File: config.mk
export PLATFORM = sky130hd
export DESIGN_NAME = mii_strap_config_pins
export DESIGN_NICKNAME = d
export VERILOG_FILES = /design/src/rtl/mii_strap_pkg.sv /design/src/rtl/bit_sync.sv /design/src/rtl/sync_fifo.sv /design/src/rtl/mii_strap_config_pins.sv
export SDC_FILE = /design/constraint.sdc
export NUM_CORES = 1
export LEC_CHECK = 0
export ABC_CLOCK_PERIOD_IN_PS = 6200
export BUFFER_PORTS_ARGS = -buffer_cell sky130_fd_sc_hd__buf_4
export CAP_MARGIN = 10
export CORE_UTILIZATION = 52
export CTS_CLUSTER_SIZE = 25
export DETAILED_ROUTE_END_ITERATION = 16
export PLACE_DENSITY = 0.77
export SLEW_MARGIN = 15
export SYNTH_ARGS = -nofsm -noshare
export SYNTH_HDL_FRONTEND = slang
export SYNTH_SLANG_ARGS = --single-unit
export TNS_END_PERCENT = 5
File: constraint.sdc
create_clock -name clk_sys -period 6.2 [get_ports clk_sys]
set_input_delay 0.62 -clock clk_sys [delete_from_list [all_inputs] [get_ports clk_sys]]
set_output_delay 0.62 -clock clk_sys [all_outputs]
set_load 0.005 [all_outputs]
File: src/rtl/mii_strap_pkg.sv
package mii_strap_pkg;

    // ----------------------------------------------------------------
    // timing
    // ----------------------------------------------------------------
    localparam int CLK_PERIOD_NS  = 40;
    localparam int LINK_PERIOD_NS = 320;
    // half period of the generated link clock, rounded down
    localparam int LINK_HALF_CYC  = (LINK_PERIOD_NS / 2) / CLK_PERIOD_NS;
    localparam int SETTLE_CYCLES  = 2;

    // ----------------------------------------------------------------
    // strap vector positions
    // ----------------------------------------------------------------
    localparam int STRAP_P5_B0  = 0;
    localparam int STRAP_P5_B1  = 1;
    localparam int STRAP_P5_B2  = 2;
    localparam int STRAP_P5_B3  = 3;
    localparam int STRAP_P5_ERR = 4;
    localparam int STRAP_P5_CRS = 5;
    localparam int STRAP_P5_COL = 6;
    localparam int STRAP_SW_B2  = 7;
    localparam int STRAP_SW_B3  = 8;
    localparam int STRAP_W      = 9;

    localparam logic [2:0] CFG_DISABLE = 3'h0;
    localparam logic [2:0] CFG_PHY_MII = 3'h1;
    localparam logic [2:0] CFG_MAC_MII = 3'h2;
    localparam logic [2:0] CFG_PHY_SNI = 3'h3;
    localparam int         CFG_P5_EN   = 2;

    localparam logic [10:0] FRAME_LEN_UNTAG = 11'd1518;
    localparam logic [10:0] FRAME_LEN_TAG   = 11'd1522;
    localparam logic [10:0] FRAME_LEN_LONG  = 11'd1536;

    // ----------------------------------------------------------------
    // register map
    // ----------------------------------------------------------------
    localparam logic [7:0] ADDR_STRAP  = 8'h00;
    localparam logic [7:0] ADDR_CTRL   = 8'h04;
    localparam logic [7:0] ADDR_P5OUT  = 8'h08;
    localparam logic [7:0] ADDR_SWOUT  = 8'h0c;
    localparam logic [7:0] ADDR_RXDATA = 8'h10;
    localparam logic [7:0] ADDR_STATUS = 8'h14;

    localparam int STRAP_CFG_LSB = 12;
    localparam int STRAP_DONE    = 15;
    localparam int CTRL_CAPTURE  = 0;
    localparam int P5_NIB_LSB    = 0;
    localparam int P5_VALID      = 4;
    localparam int P5_ERR        = 5;
    localparam int P5_CRS        = 6;
    localparam int P5_COL        = 7;
    localparam int SW_VALID      = 0;
    localparam int SW_NIB_LSB    = 1;
    localparam int RX_VALID      = 8;
    localparam int STAT_NONEMPTY = 0;
    localparam int STAT_OVERFLOW = 1;

    localparam logic       CTRL_RST  = 1'b1;
    localparam logic [7:0] P5OUT_RST = 8'h00;
    localparam logic [2:0] SWOUT_RST = 3'h0;

    typedef enum logic [1:0] {MODE_OFF, MODE_PHY, MODE_MAC} swmode_t;
    typedef enum logic [1:0] {ST_SETTLE, ST_SAMPLE, ST_RUN} strapstate_t;

endpackage

File: src/rtl/bit_sync.sv
`timescale 1ns/1ns
module bit_sync
    import mii_strap_pkg::*;
#(
    parameter int WIDTH = 1
) (
    input  wire logic             clk_sys,
    input  wire logic             nrst,
    input  wire logic [WIDTH-1:0] asyncIn,
    output logic      [WIDTH-1:0] syncOut
);
    logic [WIDTH-1:0] meta_ff;
    logic [WIDTH-1:0] stable_ff;

    always_ff @(posedge clk_sys or negedge nrst) begin
        if (!nrst) begin
            meta_ff   <= '0;
            stable_ff <= '0;
        end else begin
            meta_ff   <= asyncIn;
            stable_ff <= meta_ff;
        end
    end

    assign syncOut = stable_ff;
endmodule // bit_sync

File: src/rtl/sync_fifo.sv
`timescale 1ns/1ns
module sync_fifo
    import mii_strap_pkg::*;
#(
    parameter int WIDTH = 5,
    parameter int DEPTH = 16
) (
    input  wire logic             clk_sys,
    input  wire logic             nrst,
    input  wire logic             inValid,
    output logic                  inReady,
    input  wire logic [WIDTH-1:0] inData,
    output logic                  outValid,
    input  wire logic             outReady,
    output logic      [WIDTH-1:0] outData
);
    localparam int AW = $clog2(DEPTH);

    logic [WIDTH-1:0] mem [DEPTH];
    logic [AW:0]      wrPtr_ff;
    logic [AW:0]      rdPtr_ff;

    wire full  = (wrPtr_ff[AW] != rdPtr_ff[AW]) &&
                 (wrPtr_ff[AW-1:0] == rdPtr_ff[AW-1:0]);
    wire empty = (wrPtr_ff == rdPtr_ff);
    wire push  = inValid & ~full;
    wire pop   = outReady & ~empty;

    assign inReady  = ~full;
    assign outValid = ~empty;
    assign outData  = mem[rdPtr_ff[AW-1:0]];

    always_ff @(posedge clk_sys) begin
        if (push) begin
            mem[wrPtr_ff[AW-1:0]] <= inData;
        end
    end

    always_ff @(posedge clk_sys or negedge nrst) begin
        if (!nrst) begin
            wrPtr_ff <= '0;
            rdPtr_ff <= '0;
        end else begin
            wrPtr_ff <= wrPtr_ff + (AW+1)'(push);
            rdPtr_ff <= rdPtr_ff + (AW+1)'(pop);
        end
    end
endmodule // sync_fifo

File: src/rtl/mii_strap_config_pins.sv
// Behaviour
// - strap pins are inputs in reset, then outputs where the config strap enables port 5 or a switch mode
// - port-5 bit-3 strap low enables flow control
// - port-5 bit-2 strap high enables back pressure
// - port-5 bit-1 strap high keeps excess-collision packets
// - port-5 bit-0 strap high selects aggressive back-off
// - port-5 error strap selects 1518/1522 or 1536
// - carrier strap forces port-4 duplex on fallback
// - collision strap high forces port-4 flow control
// - switch clocks input in MAC, output in PHY
// - switch bit-3 strap high enables switch flow control
// - switch bit-2 strap high selects half duplex
// - port-5 drives valid, nibble, error, carrier, collision
//
// Chosen here: the placing of the registers and the AHB-Lite slave port.
`timescale 1ns/1ns
module mii_strap_config_pins
    import mii_strap_pkg::*;
#(
    parameter int FIFO_DEPTH = 16
) (
    input  wire logic        clk_sys,
    input  wire logic        nrst,
    // ahb-lite slave
    input  wire logic        hsel,
    input  wire logic [7:0]  haddr,
    input  wire logic [1:0]  htrans,
    input  wire logic        hwrite,
    input  wire logic [2:0]  hsize,
    input  wire logic [31:0] hwdata,
    input  wire logic        hready,
    output logic      [31:0] hrdata,
    output logic             hreadyout,
    output logic             hresp,
    // straps and pins
    input  wire logic [2:0]  dualPortCfgStrap,
    output logic             strapPullDownEn,
    output logic             p5RxValidOut,
    output logic             p5RxValidOe,
    input  wire logic [3:0]  p5RxNibbleIn,
    output logic      [3:0]  p5RxNibbleOut,
    output logic      [3:0]  p5RxNibbleOe,
    input  wire logic        p5RxErrorIn,
    output logic             p5RxErrorOut,
    output logic             p5RxErrorOe,
    input  wire logic        p5CarrierSenseIn,
    output logic             p5CarrierSenseOut,
    output logic             p5CarrierSenseOe,
    input  wire logic        p5CollisionIn,
    output logic             p5CollisionOut,
    output logic             p5CollisionOe,
    input  wire logic        swTxEnable,
    input  wire logic [3:0]  swTxNibble,
    input  wire logic        swTxError,
    input  wire logic        swTxClockIn,
    output logic             swTxClockOut,
    output logic             swTxClockOe,
    input  wire logic        swRxClockIn,
    output logic             swRxClockOut,
    output logic             swRxClockOe,
    output logic             swRxValidOut,
    output logic             swRxValidOe,
    input  wire logic [3:2]  swRxNibbleIn,
    output logic      [3:2]  swRxNibbleOut,
    output logic      [3:2]  swRxNibbleOe,
    // decoded configuration
    output logic             flowCtrlEn,
    output logic             backPressEn,
    output logic             keepExcessCol,
    output logic             aggrBackoff,
    output logic      [10:0] maxFrameUntag,
    output logic      [10:0] maxFrameTag,
    output logic             p4ForceFullDuplex,
    output logic             p4ForceFlowCtrl,
    output logic             swFlowCtrlEn,
    output logic             swHalfDuplex,
    output swmode_t          swMode
);
    localparam int SYNC_W = STRAP_W + 3 + 1 + 6;
    localparam int DIV_W  = $clog2(LINK_HALF_CYC + 1);

    // ----------------------------------------------------------------
    // input synchronisers
    // ----------------------------------------------------------------
    logic [SYNC_W-1:0] syncVec;
    bit_sync #(.WIDTH(SYNC_W)) u_sync (
        .clk_sys (clk_sys),
        .nrst    (nrst),
        .asyncIn ({swTxEnable, swTxError, swTxNibble, swTxClockIn,
                   dualPortCfgStrap, swRxNibbleIn, p5CollisionIn,
                   p5CarrierSenseIn, p5RxErrorIn, p5RxNibbleIn}),
        .syncOut (syncVec)
    );
    wire [STRAP_W-1:0] strapSync = syncVec[STRAP_W-1:0];
    wire [2:0]         cfgSync   = syncVec[STRAP_W +: 3];
    wire               txClkSync = syncVec[STRAP_W + 3];
    wire [5:0]         txSync    = syncVec[SYNC_W-1 -: 6];

    // ----------------------------------------------------------------
    // strap capture sequencer
    // ----------------------------------------------------------------
    strapstate_t  strapState_ff;
    logic [1:0]   settleCnt_ff;
    logic         strapDone_ff;
    logic [STRAP_W-1:0] strapCap_ff;
    logic [2:0]   cfgCap_ff;
    swmode_t      swMode_ff;
    logic         p5Oe_ff;
    logic         swDataOe_ff;
    logic         swClkOe_ff;

    wire settleDone = settleCnt_ff == 2'(SETTLE_CYCLES - 1);
    wire capture    = strapState_ff == ST_SAMPLE;

    // only the low two bits pick the switch mode; the top bit gates port 5
    swmode_t modeDecode;
    always_comb begin
        case (cfgSync[1:0])
            CFG_PHY_MII[1:0]: modeDecode = MODE_PHY;
            CFG_MAC_MII[1:0]: modeDecode = MODE_MAC;
            CFG_PHY_SNI[1:0]: modeDecode = MODE_PHY;
            default:          modeDecode = MODE_OFF;
        endcase
    end

    always_ff @(posedge clk_sys or negedge nrst) begin
        if (!nrst) begin
            strapState_ff <= ST_SETTLE;
            settleCnt_ff  <= 2'h0;
        end else begin
            case (strapState_ff)
                ST_SETTLE: begin
                    settleCnt_ff <= settleCnt_ff + 2'h1;
                    if (settleDone) begin
                        strapState_ff <= ST_SAMPLE;
                    end
                end
                ST_SAMPLE: strapState_ff <= ST_RUN;
                ST_RUN:    strapState_ff <= ST_RUN;
                default:   strapState_ff <= ST_SETTLE;
            endcase
        end
    end

    // latched once; pins turning into outputs cannot disturb it
    always_ff @(posedge clk_sys or negedge nrst) begin
        if (!nrst) begin
            strapDone_ff <= 1'b0;
            strapCap_ff  <= '0;
            cfgCap_ff    <= 3'h0;
            swMode_ff    <= MODE_OFF;
            p5Oe_ff      <= 1'b0;
            swDataOe_ff  <= 1'b0;
            swClkOe_ff   <= 1'b0;
        end else if (capture) begin
            strapDone_ff <= 1'b1;
            strapCap_ff  <= strapSync;
            cfgCap_ff    <= cfgSync;
            swMode_ff    <= modeDecode;
            p5Oe_ff      <= cfgSync[CFG_P5_EN];
            swDataOe_ff  <= modeDecode != MODE_OFF;
            swClkOe_ff   <= modeDecode == MODE_PHY;
        end
    end

    // ----------------------------------------------------------------
    // decoded configuration
    // ----------------------------------------------------------------
    assign flowCtrlEn      = ~strapCap_ff[STRAP_P5_B3];
    assign backPressEn     = strapCap_ff[STRAP_P5_B2];
    assign keepExcessCol   = strapCap_ff[STRAP_P5_B1];
    assign aggrBackoff     = strapCap_ff[STRAP_P5_B0];
    assign maxFrameUntag   = strapCap_ff[STRAP_P5_ERR] ?
                             FRAME_LEN_LONG : FRAME_LEN_UNTAG;
    assign maxFrameTag     = strapCap_ff[STRAP_P5_ERR] ?
                             FRAME_LEN_LONG : FRAME_LEN_TAG;
    assign p4ForceFullDuplex = strapCap_ff[STRAP_P5_CRS];
    assign p4ForceFlowCtrl = strapCap_ff[STRAP_P5_COL];
    assign swFlowCtrlEn    = strapCap_ff[STRAP_SW_B3];
    assign swHalfDuplex    = strapCap_ff[STRAP_SW_B2];
    assign swMode          = swMode_ff;

    // ----------------------------------------------------------------
    // ahb-lite slave
    // ----------------------------------------------------------------
    logic        wrEn_ff;
    logic [7:0]  wrAddr_ff;
    logic [31:0] hrdata_ff;
    logic        captureEn_ff;
    logic [7:0]  p5Out_ff;
    logic [2:0]  swOut_ff;
    logic        overflow_ff;
    logic        fifoOutValid;
    logic [4:0]  fifoOutData;
    logic        fifoInReady;

    wire accept  = hsel & hready & htrans[1];
    wire rdNow   = accept & ~hwrite;
    wire wrCtrl  = wrEn_ff & (wrAddr_ff[7:2] == ADDR_CTRL[7:2]);
    wire wrP5    = wrEn_ff & (wrAddr_ff[7:2] == ADDR_P5OUT[7:2]);
    wire wrSw    = wrEn_ff & (wrAddr_ff[7:2] == ADDR_SWOUT[7:2]);
    wire wrStat  = wrEn_ff & (wrAddr_ff[7:2] == ADDR_STATUS[7:2]);
    wire popRx   = rdNow & (haddr[7:2] == ADDR_RXDATA[7:2]);

    // a write to CTRL, P5OUT or SWOUT still in its data phase is forwarded to a following read
    wire        ctrlView = wrCtrl ? hwdata[CTRL_CAPTURE] : captureEn_ff;
    wire [7:0]  p5View   = wrP5 ? hwdata[7:0] : p5Out_ff;
    wire [2:0]  swView   = wrSw ? hwdata[2:0] : swOut_ff;
    wire [31:0] strapWord = {16'h0000, strapDone_ff, cfgCap_ff,
                             3'h0, strapCap_ff};
    wire [31:0] rxWord   = {23'h000000, fifoOutValid, 3'h0, fifoOutData};
    wire [31:0] statWord = {30'h00000000, overflow_ff, fifoOutValid};
    wire [31:0] rdMux =
        (haddr[7:2] == ADDR_STRAP[7:2])  ? strapWord :
        (haddr[7:2] == ADDR_CTRL[7:2])   ? {31'h00000000, ctrlView} :
        (haddr[7:2] == ADDR_P5OUT[7:2])  ? {24'h000000, p5View} :
        (haddr[7:2] == ADDR_SWOUT[7:2])  ? {29'h00000000, swView} :
        (haddr[7:2] == ADDR_RXDATA[7:2]) ? rxWord :
        (haddr[7:2] == ADDR_STATUS[7:2]) ? statWord : 32'h00000000;

    always_ff @(posedge clk_sys or negedge nrst) begin
        if (!nrst) begin
            wrEn_ff   <= 1'b0;
            wrAddr_ff <= 8'h00;
            hrdata_ff <= 32'h00000000;
        end else begin
            wrEn_ff   <= accept & hwrite;
            wrAddr_ff <= haddr;
            hrdata_ff <= rdNow ? rdMux : 32'h00000000;
        end
    end

    always_ff @(posedge clk_sys or negedge nrst) begin
        if (!nrst) begin
            captureEn_ff <= CTRL_RST;
            p5Out_ff     <= P5OUT_RST;
            swOut_ff     <= SWOUT_RST;
        end else begin
            captureEn_ff <= ctrlView;
            p5Out_ff     <= p5View;
            swOut_ff     <= swView;
        end
    end

    assign hrdata    = hrdata_ff;
    assign hreadyout = 1'b1;
    assign hresp     = 1'b0;

    // ----------------------------------------------------------------
    // pin drivers
    // ----------------------------------------------------------------
    logic pullEn_ff;
    always_ff @(posedge clk_sys or negedge nrst) begin
        if (!nrst) begin
            pullEn_ff <= 1'b1;
        end else begin
            pullEn_ff <= ~(capture | strapDone_ff);
        end
    end
    assign strapPullDownEn   = pullEn_ff;

    assign p5RxValidOut      = p5Out_ff[P5_VALID];
    assign p5RxNibbleOut     = p5Out_ff[P5_NIB_LSB +: 4];
    assign p5RxErrorOut      = p5Out_ff[P5_ERR];
    assign p5CarrierSenseOut = p5Out_ff[P5_CRS];
    assign p5CollisionOut    = p5Out_ff[P5_COL];
    assign p5RxValidOe       = p5Oe_ff;
    assign p5RxNibbleOe      = {4{p5Oe_ff}};
    assign p5RxErrorOe       = p5Oe_ff;
    assign p5CarrierSenseOe  = p5Oe_ff;
    assign p5CollisionOe     = p5Oe_ff;
    assign swRxValidOut      = swOut_ff[SW_VALID];
    assign swRxNibbleOut     = swOut_ff[SW_NIB_LSB +: 2];
    assign swRxValidOe       = swDataOe_ff;
    assign swRxNibbleOe      = {2{swDataOe_ff}};
    assign swTxClockOe       = swClkOe_ff;
    assign swRxClockOe       = swClkOe_ff;

    // ----------------------------------------------------------------
    // switch-side link capture
    // ----------------------------------------------------------------
    logic [DIV_W-1:0] divCnt_ff;
    logic             linkClk_ff;
    logic             txClkPrev_ff;
    logic [5:0]       txPrev_ff;

    wire phyRun  = strapDone_ff & (swMode_ff == MODE_PHY);
    wire macRun  = strapDone_ff & (swMode_ff == MODE_MAC);
    wire divWrap = divCnt_ff == DIV_W'(LINK_HALF_CYC - 1);
    wire phyRise = phyRun & divWrap & ~linkClk_ff;
    wire macRise = macRun & txClkSync & ~txClkPrev_ff;
    // data one cycle older than the edge, so a change on the edge is missed
    wire txActive = txPrev_ff[5] | txPrev_ff[4];
    wire pushReq  = (phyRise | macRise) & captureEn_ff & txActive;
    wire lost     = pushReq & ~fifoInReady;

    always_ff @(posedge clk_sys or negedge nrst) begin
        if (!nrst) begin
            divCnt_ff    <= '0;
            linkClk_ff   <= 1'b0;
            txClkPrev_ff <= 1'b0;
            txPrev_ff    <= 6'h00;
        end else begin
            divCnt_ff    <= (phyRun & ~divWrap) ? divCnt_ff + DIV_W'(1)
                                                : '0;
            linkClk_ff   <= phyRun & (linkClk_ff ^ divWrap);
            txClkPrev_ff <= txClkSync;
            txPrev_ff    <= txSync;
        end
    end
    assign swTxClockOut = linkClk_ff;
    assign swRxClockOut = linkClk_ff;

    // set wins over a write-one clear in the same cycle
    always_ff @(posedge clk_sys or negedge nrst) begin
        if (!nrst) begin
            overflow_ff <= 1'b0;
        end else begin
            overflow_ff <= lost |
                           (overflow_ff & ~(wrStat & hwdata[STAT_OVERFLOW]));
        end
    end

    sync_fifo #(.WIDTH(5), .DEPTH(FIFO_DEPTH)) u_fifo (
        .clk_sys  (clk_sys),
        .nrst     (nrst),
        .inValid  (pushReq),
        .inReady  (fifoInReady),
        .inData   (txPrev_ff[4:0]),
        .outValid (fifoOutValid),
        .outReady (popRx),
        .outData  (fifoOutData)
    );
endmodule // mii_strap_config_pins

==> impl_metrics.tcl <==
set metrics [dict create \
    area_growth_pct 16.0 \
    grt_max_degree 67 \
    synth.distinct_cells 58 \
    ys_ff_latch 194 \
    drcViolationCount 1 \
    power.total_w 0.00253 \
    root_buffer "clkbuf_16" \
    max-vdd-ir-drop_uv 193 \
    gr-usage-all-layers_pct 20.3 \
    drive_gt1_share_pct 32.1 \
    cts_made_buffers 17 \
    antenna_found_initial 0 \
    place_hpwl_um 9660 \
    wire_per_inst_um 18.4 \
    yosysSeqAreaShare_pct 68.5 \
    finalCritPeriodShare_pct 51.7 \
    clk_pin_slew_ns 0.07 \
    synth_cells 504 \
    fp.dieW_um 123 \
    worstPathMaxFanout 16 \
    syn_avg_cell_area_um2 15.2 \
    grt_pass1_wl_um 22100 \
    synth_common_cells "dfrtp_1, edfxtp_1, buf_4" \
    place_ws_ns 2.92 \
    fin_nets 666 \
    cts_tree "yes" \
    dr.pass1.iters 11 \
    final_hold_viol_count 0 \
    grt_pass1_vias 4191 \
    hp-class "in -> async" \
    start_util_pct 53.0 \
    p_leak_nw 3.74 \
    fin_crit_ns 3.20 \
    worst_ep_required_time_ns 6.26 \
    pin_count 163 \
    drtIter0Drc 398 \
    rrSetupSlack_ns 3.00 \
    cts_max_level 4 \
    synth_area_leaders "dfrtp_1, edfxtp_1, mux4_2" \
    tns_ns 0 \
    power_density_nw_per_um2 284 \
    crit_arrival_ns 3.26 \
    cts_hold_buf 0 \
    clock.fmax_ghz 0.312 \
    violations "DRC" \
    skew_ns 0.00991 \
    cts_resized 0 \
    ant_nets 0 \
    postRouteWirelength_um 14400 \
    setup_viol 0 \
    utilization_pct 61.5 \
    io_buffers 103 \
    overflow 0 \
    insertion_delay_ns 0.44 \
    drv_cap 0 \
    synthArstFlopShare_pct 58.8 \
    vias 4270 \
    die_area_um2 15200 \
    end_kind "flop" \
    ys.flop_type "dfrtp_1" \
    n_antenna_cell 0 \
    tightest_slew_ns 0.906 \
    synth_area_um2 7670 \
    rows 44 \
    cts.sinks 194 \
    synth_top_area_share_pct 36.5 \
    slew-limit-headroom_pct 39.1 \
    synth_enable_flop_cells 80 \
    rsz0062_at_grt "false" \
    yosysWarnings 0 \
    vias_per_cell 5.45 \
    yosys.area.top_type "dfrtp_1" \
    worst-setup-path-type "reg -> reg" \
    slew_viol_final 0 \
    clock_path_buffers 2 \
    synth_most_common_cell "dfrtp_1" \
    dieHeight_um 123 \
    gp_congestion 0.802 \
    post_cts_buffers 0 \
    core_area_um2 14500 \
    start_kind "flop" \
    fin_ws_ns 3.00 \
    run_status "complete, but fails checks" \
]
final timing paths:
kind	to	from	cells past startpoint
max	u_fifo.mem[0][0]	u_fifo.rdPtr_ff[0]	5
min	wrEn_ff	nrst	1
min reg2reg	u_sync.syncOut[14]	u_sync.meta_ff[14]	0
max in group asynchronous	u_sync.meta_ff[14]	nrst	2
max reg2reg	u_fifo.mem[0][0]	u_fifo.rdPtr_ff[0]	5
min in group clk_sys	u_sync.meta_ff[3]	p5RxNibbleIn[3]	1
cell usage in the layout, fill, tap and decap left out, drive strengths merged, types with 2 or more instances in the layout:
cell type / count
a2111oi: 4
nand4b: 2
xnor2: 5
nand3b: 5
a21oi: 6
and3b: 2
mux2i: 6
mux2: 25
o21ai: 14
edfxtp: 80
a211oi: 2
clkinv: 6
buf: 107
nor4: 3
nand3: 10
clkbuf: 18
nor2: 28
dfrtp: 112
o22ai: 2
inv: 24
dfstp: 2
a32o: 3
or3: 2
mux4: 18
or2: 2
or3b: 2
xor2: 8
nand2: 19
o31ai: 2
ha: 10
and2: 4
conb: 28
nand2b: 8
clkinvlp: 2
o221ai: 2
nor3: 8
a21o: 2
power breakdown:
| group | leakage [nW] | switching (W) | internal (W) | total, W |
|---|---|---|---|---|
| logic | 1.37 | 0.0000466 | 0.0000481 | 0.0000948 |
| clock network | 0.275 | 0.000497 | 0.000548 | 0.00105 |
| registers | 2.10 | 0.0000221 | 0.00137 | 0.00139 |
metrics by stage:
stage          area (um2)  hold slack, ns  cells
3_5_place_dp         8330           0.335    751
3_3_place_gp         8330           0.332    751
5_1_grt              8900           0.234    783
6_report             8900           0.197    783
2_1_floorplan        7770           0.324    530
4_1_cts              8900           0.204    783
cells by family (layout without fill, tap and decap cells):
group | after synthesis | in the layout | share of synthesized area (%)
AND/OR/NAND/NOR | 98 | 98 | 6.54
AO/OA/AOI/OAI | 50 | 50 | 4.70
XOR/XNOR | 13 | 13 | 1.48
other | 2 | 28 | 0.0979
adder cells (fa/ha/maj) | 10 | 10 | 1.63
flip-flops | 194 | 194 | 68.5
multiplexers | 49 | 49 | 9.98
buffers and inverters | 88 | 157 | 7.08
per-layer routing:
layer  vias up  GRT usage (%)  wire length, um
li1       1898              -                -
met3        34           4.61              938
met5         -              0                0
met4         0           9.71              366
met2       196           32.5             7140
met1      2142           26.2             5940
critical path: stages, from the launching register on:
cell,delay (ns)
dfrtp_1,0.90
xor2_1,0.19
nor4_1,0.12
a211oi_2,0.41
or3b_2,0.54
nor3_1,0.66
sequential cells by signal, summed over array words and instances (netlist names), 5 cells and up:
name,flops
hrdata,13
p5Out_ff,8
strapCap_ff,9
txPrev_ff,6
u_fifo.mem,80
u_fifo.rdPtr_ff,5
u_fifo.wrPtr_ff,5
u_sync.meta_ff,19
u_sync.syncOut,19
wrAddr_ff,6
cell type report:
type,instances,area (um2)
well taps,184,230
repair buffers,107,803
clock buffers,18,450
flip-flops and latches,194,5260
inverters,18,67.6
fillers,1063,5580
clock inverters,14,119
multi-input cells,248,1970
Note: power is estimated with default switching activity, not from simulation.
